===== src/verilog/cache_part_pkg.sv =====
// Constants for the cache partition allocation control block.
// Assumes one clock domain and a plain register port from software.
package cache_part_pkg;
	// ---------------------------------------------------------------
	// Geometry
	// ---------------------------------------------------------------
	localparam int PART_COUNT = 16;
	localparam int PART_W = 4;
	localparam int PORTION_COUNT = 8;
	localparam int PORTION_W = 3;
	localparam int LINE_COUNT = 1024;
	localparam int OCC_W = 11;
	localparam int LIMIT_W = 16;
	localparam int LIMIT_IMPL_BITS = 8;
	localparam logic [15:0] LIMIT_KEEP_MASK = 16'hFF00;
	localparam logic [15:0] LIMIT_RESET = 16'hFFFF;
	localparam logic [7:0] PORTION_MAP_RESET = 8'hFF;
	// ---------------------------------------------------------------
	// Register offsets
	// ---------------------------------------------------------------
	localparam int ADDR_W = 8;
	localparam logic [7:0] FEATURE_ID_OFS = 8'h00;
	localparam logic [7:0] PORTION_COUNT_ID_OFS = 8'h04;
	localparam logic [7:0] PARTITION_SELECT_OFS = 8'h08;
	localparam logic [7:0] PORTION_ALLOW_OFS = 8'h0C;
	localparam logic [7:0] CAPACITY_LIMIT_OFS = 8'h10;
	localparam logic [7:0] OCCUPANCY_OFS = 8'h14;
	// ---------------------------------------------------------------
	// Feature id fields
	// ---------------------------------------------------------------
	localparam int FEAT_PORTION_BIT = 0;
	localparam int FEAT_CAPACITY_BIT = 1;
	localparam int COUNT_FIELD_W = 16;
endpackage : cache_part_pkg


===== src/verilog/cache_partition_allocation_control.sv =====
// Allocation gate for a partitioned cache: per partition portion map,
// capacity limit and occupancy count. Assumes the cache presents each
// install request and each eviction with the owning partition tag.
// Notes on behaviour
// - Portion and capacity controls are each optional via parameters.
// - Feature id register shows a presence bit for each control.
// - Config writes go to the partition held in the select register.
// - Portions are equal fixed slices; their count is a constant.
// - A portion enabled for several partitions is open to all of them.
// - Victim choice is restricted to portions allowed for the request.
// - Each map bit allows or forbids one capacity portion.
// - Map width equals portion count, readable in the count id register.
// - Map changes touch only later installs; nothing is evicted.
// - Lines in disallowed portions stay valid until normal replacement.
// - With both controls, an install needs an allowed portion and headroom, or an own victim in an allowed portion.
// - At or above its limit a partition may not grow on installs.
// - Over limit, the install is skipped or replaces own-partition data.
// - Lookups ignore partitions; hit reporting passes through unchanged.
// - Capacity limit is a per partition fraction of total capacity.
// - All-ones sixteen bits stands for the whole cache.
// - Low limit bits are not stored and read back as zero.
// - Enforcement lies between stored value and one low unit above.
`timescale 1ns/1ps
module cache_partition_allocation_control
	import cache_part_pkg::*;
#(
	parameter bit HAS_PORTION = 1'b1, // Portion control built
	parameter bit HAS_CAPACITY = 1'b1 // Capacity control built
) (
	input wire logic sys_clk, // System clock
	input wire logic rst, // Synchronous reset, high
	input wire logic [ADDR_W-1:0] reg_addr, // Register byte address
	input wire logic [31:0] reg_wdata, // Write data
	input wire logic reg_wr, // Write strobe
	input wire logic reg_rd, // Read strobe
	output logic [31:0] reg_rdata, // Read data, cycle after strobe
	input wire logic alloc_req, // Install request
	input wire logic [PART_W-1:0] alloc_partition, // Partition of request
	input wire logic [PORTION_COUNT-1:0] alloc_own_victim, // Portion victim owned by it
	output logic alloc_grant, // Install permitted
	output logic [PORTION_COUNT-1:0] alloc_portion_mask, // Portions allowed
	output logic alloc_replace_own, // Must evict own line
	input wire logic install_done, // Line installed
	input wire logic [PART_W-1:0] install_partition, // Owner of new line
	input wire logic evict_done, // Line evicted
	input wire logic [PART_W-1:0] evict_partition, // Owner of removed line
	input wire logic lookup_hit_in, // Cache hit
	output logic lookup_hit_out // Hit, unaffected by partitions
);
	// ---------------------------------------------------------------
	// Configuration storage
	// ---------------------------------------------------------------
	logic [PART_W-1:0] select_q;
	logic [PORTION_COUNT-1:0] map_q [PART_COUNT];
	logic [LIMIT_W-1:0] limit_q [PART_COUNT];
	logic [OCC_W-1:0] occ_q [PART_COUNT];
	logic [PORTION_COUNT-1:0] map_eff;
	logic at_limit;
	logic [LIMIT_W+OCC_W-1:0] scaled_limit;
	logic [31:0] rdata_d;
	logic [31:0] rdata_q;

	// Partition select register
	always_ff @(posedge sys_clk) begin
		if (rst) begin
			select_q <= '0;
		end else if (reg_wr && reg_addr == PARTITION_SELECT_OFS) begin
			select_q <= reg_wdata[PART_W-1:0];
		end
	end

	// Per partition controls; low limit bits are dropped on write
	generate
		for (genvar p = 0; p < PART_COUNT; p++) begin : g_part
			always_ff @(posedge sys_clk) begin
				if (rst) begin
					map_q[p] <= PORTION_MAP_RESET;
					limit_q[p] <= LIMIT_RESET & LIMIT_KEEP_MASK;
				end else if (reg_wr && select_q == PART_W'(p)) begin
					if (reg_addr == PORTION_ALLOW_OFS && HAS_PORTION) begin
						map_q[p] <= reg_wdata[PORTION_COUNT-1:0];
					end
					if (reg_addr == CAPACITY_LIMIT_OFS && HAS_CAPACITY) begin
						limit_q[p] <= reg_wdata[LIMIT_W-1:0] & LIMIT_KEEP_MASK;
					end
				end
			end

			// Occupancy; install and evict in one cycle cancel out
			always_ff @(posedge sys_clk) begin
				if (rst) begin
					occ_q[p] <= '0;
				end else begin
					case ({install_done && install_partition == PART_W'(p),
						evict_done && evict_partition == PART_W'(p)})
						2'b10: occ_q[p] <= occ_q[p] + OCC_W'(1);
						2'b01: occ_q[p] <= occ_q[p] - OCC_W'(1);
						default: occ_q[p] <= occ_q[p];
					endcase
				end
			end
		end
	endgenerate

	// ---------------------------------------------------------------
	// Allocation decision
	// ---------------------------------------------------------------
	// Map applies only to new installs; resident lines are never moved
	assign map_eff = HAS_PORTION ? map_q[alloc_partition] : '1;
	// Stored limit 0xFF00*LINES>>16 gives 1020, just under LINES, erring inside the interval
	assign scaled_limit = (LIMIT_W+OCC_W)'(limit_q[alloc_partition]) *
		(LIMIT_W+OCC_W)'(LINE_COUNT);
	assign at_limit = HAS_CAPACITY &&
		({5'h00, occ_q[alloc_partition]} >= scaled_limit[LIMIT_W+OCC_W-1:LIMIT_W]);

	// Over limit: only a victim line of the same partition may be replaced
	always_comb begin
		alloc_portion_mask = '0;
		alloc_grant = 1'b0;
		alloc_replace_own = 1'b0;
		if (alloc_req) begin
			if (at_limit) begin
				alloc_portion_mask = map_eff & alloc_own_victim;
				alloc_replace_own = |alloc_portion_mask;
			end else begin
				alloc_portion_mask = map_eff;
			end
			alloc_grant = |alloc_portion_mask;
		end
	end

	// Lookups pass straight through
	assign lookup_hit_out = lookup_hit_in;

	// ---------------------------------------------------------------
	// Register read
	// ---------------------------------------------------------------
	always_comb begin
		rdata_d = 32'h0000_0000;
		case (reg_addr)
			FEATURE_ID_OFS: begin
				rdata_d[FEAT_PORTION_BIT] = HAS_PORTION;
				rdata_d[FEAT_CAPACITY_BIT] = HAS_CAPACITY;
			end
			PORTION_COUNT_ID_OFS: rdata_d[COUNT_FIELD_W-1:0] =
				COUNT_FIELD_W'(PORTION_COUNT);
			PARTITION_SELECT_OFS: rdata_d[PART_W-1:0] = select_q;
			PORTION_ALLOW_OFS: rdata_d[PORTION_COUNT-1:0] =
				HAS_PORTION ? map_q[select_q] : '0;
			CAPACITY_LIMIT_OFS: rdata_d[LIMIT_W-1:0] =
				HAS_CAPACITY ? limit_q[select_q] : '0;
			OCCUPANCY_OFS: rdata_d[OCC_W-1:0] = occ_q[select_q];
			default: rdata_d = 32'h0000_0000;
		endcase
	end

	// Read data stands only in the cycle after the strobe
	always_ff @(posedge sys_clk) begin
		if (rst) begin
			rdata_q <= 32'h0000_0000;
		end else begin
			rdata_q <= reg_rd ? rdata_d : 32'h0000_0000;
		end
	end
	assign reg_rdata = rdata_q;

	// ---------------------------------------------------------------
	// Checks
	// ---------------------------------------------------------------
	a_select_write: assert property (@(posedge sys_clk) disable iff (rst)
		reg_wr && reg_addr == PARTITION_SELECT_OFS |=> select_q == $past(reg_wdata[PART_W-1:0]))
		else $error("select not captured");
	a_map_respect: assert property (@(posedge sys_clk) disable iff (rst)
		alloc_req |-> (alloc_portion_mask & ~map_eff) == '0)
		else $error("install outside allowed portions");
	a_zero_map: assert property (@(posedge sys_clk) disable iff (rst)
		alloc_req && map_eff == '0 |-> !alloc_grant)
		else $error("zero map granted");
	a_limit_block: assert property (@(posedge sys_clk) disable iff (rst)
		alloc_req && at_limit && alloc_grant |-> alloc_replace_own)
		else $error("growth past limit");
	a_occ_install: assert property (@(posedge sys_clk) disable iff (rst)
		install_done && !evict_done |=>
		occ_q[$past(install_partition)] == $past(occ_q[install_partition]) + OCC_W'(1))
		else $error("occupancy not counted up");
	a_limit_trunc: assert property (@(posedge sys_clk) disable iff (rst)
		(limit_q[select_q] & ~LIMIT_KEEP_MASK) == '0)
		else $error("low limit bits stored");
	a_read_timing: assert property (@(posedge sys_clk) disable iff (rst)
		reg_rd && reg_addr == PORTION_COUNT_ID_OFS |=> reg_rdata == 32'(PORTION_COUNT))
		else $error("portion count read wrong");
	a_hit_pass: assert property (@(posedge sys_clk) disable iff (rst)
		lookup_hit_out == lookup_hit_in)
		else $error("lookup altered");
	a_read_idle: assert property (@(posedge sys_clk) disable iff (rst)
		!reg_rd |=> reg_rdata == 32'h0000_0000)
		else $error("read data outside slot");
endmodule : cache_partition_allocation_control


===== config.mk =====
export PLATFORM = sky130hd
export DESIGN_NAME = cache_partition_allocation_control
export DESIGN_NICKNAME = d
export VERILOG_FILES = /design/src/verilog/cache_part_pkg.sv /design/src/verilog/cache_partition_allocation_control.sv
export SDC_FILE = /design/constraint.sdc
export NUM_CORES = 1
export LEC_CHECK = 0
export BUFFER_PORTS_ARGS = -buffer_cell sky130_fd_sc_hd__buf_2
export CAP_MARGIN = 15
export CORE_MARGIN = 3
export CORE_UTILIZATION = 58
export DETAILED_ROUTE_END_ITERATION = 8
export PLACE_DENSITY = 0.78
export SLEW_MARGIN = 20
export SYNTH_ARGS = -nofsm -noshare
export SYNTH_HDL_FRONTEND = slang
export SYNTH_SLANG_ARGS = --single-unit

===== constraint.sdc =====
create_clock -name sys_clk -period 3.4 [get_ports sys_clk]
set_input_delay 0.17 -clock sys_clk [delete_from_list [all_inputs] [get_ports sys_clk]]
set_output_delay 0.17 -clock sys_clk [all_outputs]
set_load 0.05 [all_outputs]

==> Word-level counts from Yosys, hierarchy flattened <==
Memories as Yosys holds them, arrays and structs flattened. A register that Yosys moved wholly into a read port is not among the register bits.
Cells that the tools add are included.
{ "op_classes": {"n_lt_le_gt_ge": 1, "n_addsub": 32, "n_mux": 340, "n_reduce_logical": 73, "n_bitwise": 83, "eq_ne": 82} }
{ "ops": {"columns": ["operator", "n"], "rows": [
  ["$mux W11", 48],
  ["$mux W8", 35],
  ["$mux W1", 247],
  ["$add A11 B1 Y11 const B", 16],
  ["$sub A11 B1 Y11 const B", 16],
  ["$eq A4 B4 Y1 const B", 24],
  ["$or A1 B1 Y1", 80],
  ["$logic_and A1 B1 Y1", 49],
  ["$eq A4 B3 Y1 const B", 12],
  ["$reduce_or A2 Y1", 17],
  ["$eq A2 B1 Y1 const B", 16],
  ["$eq A2 B2 Y1 const B", 16],
  ["$eq A4 B2 Y1 const B", 6],
  ["$mux W4", 6],
  ["$pmux W2 S5", 2],
  ["$eq A8 B4 Y1 const B", 2],
  ["$eq A8 B5 Y1 const B", 2],
  ["$reduce_or A8 Y1", 2],
  ["$eq A4 B1 Y1 const B", 3],
  ["$logic_not A4 Y1", 3],
  ["$pmux W4 S3", 1],
  ["$ge A11 B10 Y1", 1],
  ["$and A8 B8 Y8", 1],
  ["$eq A8 B3 Y1 const B", 1],
  ["other kinds (4)", 5]
]} }
{ "word_totals": {"output_inout_bits": 43, "inputBits": 68, "ff_bits": 36, "memories": 3, "ram_bits": 432, "word_cells": 618} }
{ "mem_list": {"columns": ["name", "depth", "word_bits", "read_ports", "rd_ports_with_merged_regs", "write_ports", "line", "text"], "rows": [
  ["occ_q", 16, 11, 18, 1, 16, "cache_partition_allocation_control.sv:56", "logic [OCC_W-1:0] occ_q [PART_COUNT];"],
  ["limit_q", 16, 8, 2, 1, 16, "cache_partition_allocation_control.sv:55", "logic [LIMIT_W-1:0] limit_q [PART_COUNT];"],
  ["map_q", 16, 8, 2, 1, 16, "cache_partition_allocation_control.sv:54", "logic [PORTION_COUNT-1:0] map_q [PART_COUNT];"]
]} }

==> Depth between registers and ports, before layout <==
Gate-level depths: netlist of the first run.
{ "logic_depth": {"depth_word": 9, "depth_mapped": 15, "ltp_nobuf": 14} }

==> Worst setup path after synthesis of the first run <==
Ideal clock, no wire load.
{ "synth_path": {"kind": "input to output", "start": "in alloc_partition[0]", "end": "out alloc_grant", "setup_slack_ns": -0.972, "arrival_time_ns": 4.202, "required_ns": 3.230, "cell_stages": 13, "path_buffers": 4, "cell_sequence": "buf_6 buf_2 buf_2 buf_2 mux4_2 mux4_2 ha_1 a21o_1 a221oi_1 nand3_1 a41oi_2 o211a_1 a311o_1"} }
{ "synth_between": {"elab_chain_cells": 6} }
{ "synth_rtl": {"columns": ["item", "line", "text"], "rows": [
  ["from (decl)", "cache_partition_allocation_control.sv:38", "input wire logic [PART_W-1:0] alloc_partition,"],
  ["$mem_v2 Z16 W11 (tied with other cells)", null, null],
  ["$ge A11 B10 Y1 or $and A8 B8 Y8 (tied branches)", "cache_partition_allocation_control.sv:114, cache_partition_allocation_control.sv:123", null],
  ["$mux W8 (*)", "cache_partition_allocation_control.sv:122", "if (at_limit) begin"],
  ["$mux W8 (*)", "cache_partition_allocation_control.sv:121", "if (alloc_req) begin"],
  ["$reduce_or A8 Y1 (*)", "cache_partition_allocation_control.sv:128", "alloc_grant = |alloc_portion_mask;"],
  ["$mux W1 (*)", "cache_partition_allocation_control.sv:121", null],
  ["to (decl)", "cache_partition_allocation_control.sv:40", "output logic alloc_grant,"]
]} }
Mark *: on every way between the ends. The rest lies on a longest branch, timed or not. The select of a mux whose other input is x is not followed.

==> impl_results.md, run 1 <==
* Run status: finished, violations left
* Violated checks: negative setup slack
* Starting density of the core at about three fifths
* First-pass GRT wire length at ~150 mm
* Critical Path AT at ~3.8 ns
* WL final at between 90 and 100 mm
* Fin. max-slew vios at 0
* RePlAce Congestion at 1.008
* Post-DR vias/cell at ~7.1
* Input/output buffers at 76
* Clock root cell: clkbuf_16
* Share of cells above drive strength 1 at 22.35%
* Final period util at 117.7%
* Largest cells by area after synthesis: edfxtp_1 (42%), mux4_2 (16%), or3_1 (6.5%), a21oi_1 (3.5%), ha_1 (3.2%)
* Final Net Count at about 3100
* Post-synth ARST share at 0%
* Share of the synthesized area in the top cell type at between 40% and 50%
* Max cap viols at 0
* Worst Hold Class: in -> reg
* Core ar. at 0.05276 mm^2
* Mapped Area at between 0.03 and 0.04 mm^2
* Vias at about 26000
* Most frequent cells after synthesis: edfxtp_1 (432), or3_1 (323), nor2_1 (244)
* Antenna-violating nets left at 0
* Total Power at 14.17 mW
* Startpoint Class: flip-flop
* Sinks on Clock Net at 456
* CP Class: reg -> out
* Die W at between 200 and 250 um
* Maximum fanout along the worst path at 3
* Distinct cell type count of the synthesized netlist at 62
* Final setup viols at 10
* Rel. slew slack at between 20 and 30%
* Power density over the cells at around 400 mW/mm^2
* Global-route usage over all layers at roughly a third
* DRC Markers at 0
* Max clock buf depth at 3
* Initial drt markers at between 3000 and 4000
* Number of buffers created by CTS at 52
* Worst setup margin at -0.6018 ns
* Detailed placement HPWL at between 70 and 80 mm
* RSZ-0062 raised after global routing: true
* Die area at roughly 0.056 mm^2
* Syn Inst Count at approximately 2800
* Initial antenna violation count at 2
* Final Hold Viols at 0
* Worst-Skew Late Latency at about 0.62 ns
* Area Overhead vs Synth at 13.89%
* DR WL/cell at between 20 and 30 um
* EDFF count, synth at around 430
* Number of global-route vias before repair at ~25000
* Placement Setup Slack at -0.4037 ns
* Post-layout min period at about 4 ns
* Measured slew at the worst slew-check pin at ~1.1 ns
* Clock skew at a little under 0.03 ns
* FMAX at 249.9 MHz
* Die Height at ~240 um
* Post-synthesis sequential area ratio at a little over two fifths
* Largest net degree at the start of global routing at around 120
* Leak Pwr at 11.38 nW
* Post-synth top area cell: edfxtp_1
* Count leader, synth: edfxtp_1
* Syn Area/Cell at about 11 um^2
* CTS tree: yes
* Rows at 84
* Crit path required time at approximately 3.2 ns
* # H-tree levels at 2
* Total gr overflow at 0
* Syn. warnings at 0
* Most common flop cell mapped by yosys: edfxtp_1
* Crit end category: output pin
* Clk slew on worst S/H paths at roughly 0.06 ns
* # IOs at between 100 and 150
* VDD IR-drop max at just under 400 uV
* DR pass1 iterations at 6
* Seq cells post-synth at 456
worst max-delay path, cell delays in order (launching register included):
cell and delay, ns:
edfxtp_1 0.47, mux4_2 0.55, mux4_2 0.54, ha_4 0.29
nand3_2 0.08, o21bai_1 0.16, a21o_1 0.19, nand3_2 0.09
a41oi_4 0.07, o211a_4 0.29, a311o_2 0.32, buf_8 0.15
per-layer routing:
metal  part of all wire, %  GRT usage, %  vias to the layer above
met1                    36         45.31                    12840
met5                 0.032             0                        -
met2                    47         56.66                     1876
met3                    11         7.367                      356
li1                      -             -                    11290
met4                   5.6         16.69                        4
power breakdown:
part / total [mW] / internal [mW] / switching [mW] / leakage (nW)
clock network: 5.97 / 3.49 / 2.47 / 0.887
registers: 6.45 / 6.29 / 0.160 / 3.77
logic: 1.75 / 0.696 / 1.06 / 6.73
total: 14.2 / 10.5 / 3.69 / 11.4
through the flow:
stage               std cells  TNS, ns  util (%)  hold WS, ns  cell area [um^2]
floorplan                2846  -0.1454         -       0.3216             31380
global placement         3606   -2.450     63.30       0.3404             33400
detailed placement       3606   -3.550     63.30       0.3404             33400
CTS                      3712   -5.564     67.06     0.004273             35380
global route             3713   -6.160     67.13      0.06200             35420
finish                   3714   -5.381     67.13      0.03065             35420
cell type report:
| class | instances | area (um^2) |
|---|---|---|
| antenna | 1 | 2.502 |
| clock buffer | 67 | 1418 |
| timing repair buffer | 338 | 2562 |
| fill | 3795 | 17340 |
| sequential | 456 | 13470 |
| multi-input combinational | 2054 | 16440 |
| tap | 688 | 860.8 |
| clock inverter | 30 | 375.4 |
| inverter | 80 | 300.3 |
placed cells by master (no fill, tap or decap), types with 29 or more instances in the layout:
cell / netlist / final
a211oi_1: 77 / 76
nor2b_1: 47 / 47
nor2_1: 244 / 243
o21ai_0: 61 / 61
a22oi_1: 29 / 29
buf_4: 20 / 247
buf_2: 26 / 63
or3_1: 323 / 323
and3_1: 62 / 62
o21bai_1: 49 / 49
ha_1: 79 / 74
mux2i_1: 37 / 37
nand2b_1: 29 / 29
a21oi_1: 218 / 217
edfxtp_1: 432 / 432
nor3_1: 85 / 85
nand3_1: 65 / 63
clkbuf_16: 0 / 52
mux4_2: 225 / 225
inv_1: 80 / 78
nand2_1: 147 / 147
worst paths after layout:
path / from / to / slack [ns] / cells after the start
setup / recovery: occ_q[15][4]$_DFFE_PP_ / alloc_grant / -0.60 / 11
hold / removal: reg_wdata[3] / flip-flop / 0.03 / 3
setup reg to reg: flip-flop / reg_rdata[3]$_SDFF_PP0_ / 0.23 / 6
hold reg to reg: select_q[2]$_SDFFE_PP0P_ / flip-flop / 0.60 / 2
cells by family (layout without fill, tap and decap cells):
| kind of cell | Yosys count | after routing | share of synthesized area (%) |
|---|---|---|---|
| flops | 456 | 456 | 43.26 |
| compound gates | 590 | 590 | 12.36 |
| buf+inv | 336 | 515 | 4.462 |
| other cells | 1 | 17 | 0.01206 |
| mux | 266 | 266 | 17.82 |
| fa+ha+maj | 80 | 80 | 3.243 |
| xor+xnor | 38 | 38 | 1.070 |
| simple gates | 1064 | 1064 | 17.77 |
state kept, by name, indices dropped and copies added (netlist names), named ones only:
signal     cells
occ_q        176
reg_rdata     16
limit_q      128
select_q       4
map_q        128
timing repair:
item	in CTS	in global routing
endpoints found under the setup margin	10	10
hold buffers	7	0
setup buffers	2	1
endpoints found under the hold margin	22	0
pin swaps	7	1
gates resized for setup	26	3
Power figures use the tool's default switching activity.
==> run 2: changes to the inputs <==
BUFFER_PORTS_ARGS = default   (was -buffer_cell sky130_fd_sc_hd__buf_2)
CORE_UTILIZATION = 59   (was 58)
DONT_BUFFER_PORTS = 1   (was default)
==> impl_results.md, run 2 (synthesized netlist as in run 1, its figures left out) <==
* Run status: finished, violations left
* Violated checks: negative setup slack
* Max reg flops at 176 (unchanged)
* RSZ-0062 raised after global routing: true
* Cell Area, Placed at 0.03275 mm^2 (-2.0%)
* Most Used Layer, Global Route: met2
* Stages on worst setup path at 9 (-2)
* # H-tree levels at 2 (unchanged)
* Max incr delay on CP at 0.53 ns (-0.02 ns)
* Measured slew at the worst slew-check pin at 1.020 ns (-0.04730 ns)
* CP Class: reg -> out
* Startpoint Class: flip-flop
* Total Power at 13.47 mW (-5.0%)
* Most used cell, CP: mux4_2
* FF-to-FF path depth at 7 (+1)
* Total gr overflow at 0 (unchanged)
* Critical Path AT at 3.83 ns (about the same)
* Crit-path cells: mux4_2 -> mux4_2 -> ha_1 -> nand3_1 -> nor2_1 -> a41oi_4 -> o211a_4 -> a311o_2 -> buf_12
* FF-to-FF End: reg_rdata[4]$_SDFF_PP0_
* RePlAce Congestion at 0.9850 (-2.3%)
* Final Hold Viols at 0 (unchanged)
* Area Overhead vs Synth at 12.10%
* Max cap viols at 0 (unchanged)
* Placement Setup Slack at 0.05258 ns (+0.4563 ns)
* Met3 Use GR at 7.439% (+0.072 points)
* Starting density of the core at 60.13% (+1.2 points)
* Input/output buffers at 0 (-100%)
* Post-layout min period at 3.999 ns (-0.002559 ns)
* Most common cell after layout, fill and taps aside: edfxtp_1
* Die area at 0.05550 mm^2 (-1.7%)
* Share of cells above drive strength 1 at 18.92% (-3.4 points)
* Worst-Skew Late Latency at 0.64 ns (+0.02 ns)
* Crit end category: output pin
* FMAX at 250.0 MHz (about the same)
* Top flop regs: occ_q x176, limit_q x128, map_q x128
* VDD IR-drop max at 423.5 uV (+10%)
* Reg2reg setup slack at 0.45 ns (+0.22 ns)
* Worst setup margin at -0.5993 ns (+0.002559 ns)
* Clk slew on worst S/H paths at 0.06 ns (about the same)
* Maximum fanout along the worst path at 3 (unchanged)
* Clock root cell: clkbuf_16
* DR pass1 iterations at 8 (+2)
* Rows at 83 (-1.2%)
* First-pass GRT wire length at 148.5 mm (-1.9%)
* Sinks on Clock Net at 456 (unchanged)
* Detailed placement HPWL at 64.77 mm (-10%)
* Global-route usage over all layers at 34.33% (-0.58 points)
* Power density over the cells at 386.3 mW/mm^2 (-3.5%)
* Antenna-violating nets left at 0 (unchanged)
* Initial antenna violation count at 0 (-2)
* Die W at 235.6 um (-0.83%)
* Final Cell Area at 0.03486 mm^2 (-1.6%)
* DRC Markers at 0 (unchanged)
* Vias at 26020 (-1.3%)
* Critical Path End: alloc_grant
* Number of buffers created by CTS at 50 (-3.8%)
* Crit path required time at 3.23 ns (about the same)
* Final hold slack at 0.008168 ns (-0.02248 ns)
* Max stage delay cell, worst path: mux4_2
* Die Height at 235.6 um (-0.83%)
* # IOs at 111 (unchanged)
* Met1 GRT Util at 45.68% (+0.37 points)
* Post-DR vias/cell at 7.189 (+1.3%)
* Final Net Count at 3048 (-2.6%)
* Rel. slew slack at 32.00% (+3.3 points)
* Met2 Resource Use GR at 54.12% (-2.5 points)
* WL final at 97.51 mm (-2.3%)
* Core ar. at 0.05172 mm^2 (-2.0%)
* Clock skew at 0.04711 ns (+0.01786 ns)
* Family with the most delay on the worst path: multiplexers
* Fin Setup TNS at -5.406 ns (-0.02513 ns)
* Top reg by flops: occ_q
* Crit path buffers/inverters at 1 (unchanged)
* Worst Hold Class: in -> reg
* CTS tree: yes
* Final setup viols at 10 (unchanged)
* Fin. max-slew vios at 0 (unchanged)
* Crit path from: occ_q[2][9]$_DFFE_PP_
* FILL cells at 3631 (-4.3%)
* Number of global-route vias before repair at 24970 (-0.18%)
* Leak Pwr at 10.88 nW (-4.4%)
* Most frequent cells in the layout: edfxtp_1 (432), or3_1 (323), nor2_1 (244)
* Final period util at 117.6% (about the same)
* DR WL/cell at 26.94 um (+0.19%)
* Initial drt markers at 3581 (+9.1%)
* Largest net degree at the start of global routing at 108 (-13%)
* Max clock buf depth at 3 (unchanged)
-- run 2: layer usage --
| layer | vias up | share of wire (%) |
|---|---|---|
| li1 | 11120 | - |
| met1 | 12580 | 35 |
| met2 | 1977 | 46 |
| met3 | 350 | 13 |
| met4 | 0 | 5.6 |
| met5 | - | 0 |
-- run 2: worst min-delay path by stage --
| stage | start | endpoint | cells after the start |
|---|---|---|---|
| finish | rst | occ_q[0][1]$_DFFE_PP_ | 3 |
| global route | rst | occ_q[0][1]$_DFFE_PP_ | 3 |
| CTS | rst | limit_q[1][3]$_SDFFCE_PN1P_ | 2 |
| detailed placement | rst | flip-flop | 1 |
| global placement | rst | flip-flop | 1 |
| floorplan | reg_rd | reg_rdata[1]$_SDFF_PP0_ | 2 |
-- run 2: area by class of cell --
| class | instances | area [um^2] | area share [%] |
|---|---|---|---|
| diodes | 1 | 2.502 | 0.007178 |
| multi-input cells | 2054 | 16450 | 47.19 |
| flip-flops and latches | 456 | 13470 | 38.62 |
| inverters | 80 | 302.8 | 0.8685 |
| well taps | 680 | 850.8 | 2.441 |
| repair buffers | 258 | 2190 | 6.281 |
| clock buffers | 64 | 1344 | 3.855 |
| clock inverters | 27 | 256.5 | 0.7357 |
-- run 2: tightest hold or removal path, delay by kind of cell --
family          cells  cell delay [ns]
compound gates      1             0.06
simple gates        2             0.18
-- run 2: per-stage QoR --
stage	utilization [%]	instances
after detailed placement	63.32	3487
after global routing	67.40	3619
after floorplan	-	2846
after global placement	63.32	3487
final	67.41	3620
after CTS	67.30	3617
-- run 2: power breakdown --
group	leakage, nW	total (mW)	internal [mW]	switching, mW
clock network	0.779	5.43	3.03	2.40
logic	6.33	1.61	0.668	0.940
registers	3.77	6.43	6.29	0.140
-- run 2: repair_timing --
action | CTS | global route
setup buffers | 1 | 1
resized for setup | 12 | 6
hold buffers | 37 | 1
setup endpoints to repair | 10 | 10
pin swaps | 7 | 2
hold endpoints to repair | 311 | 1
gates cloned | 1 | 0
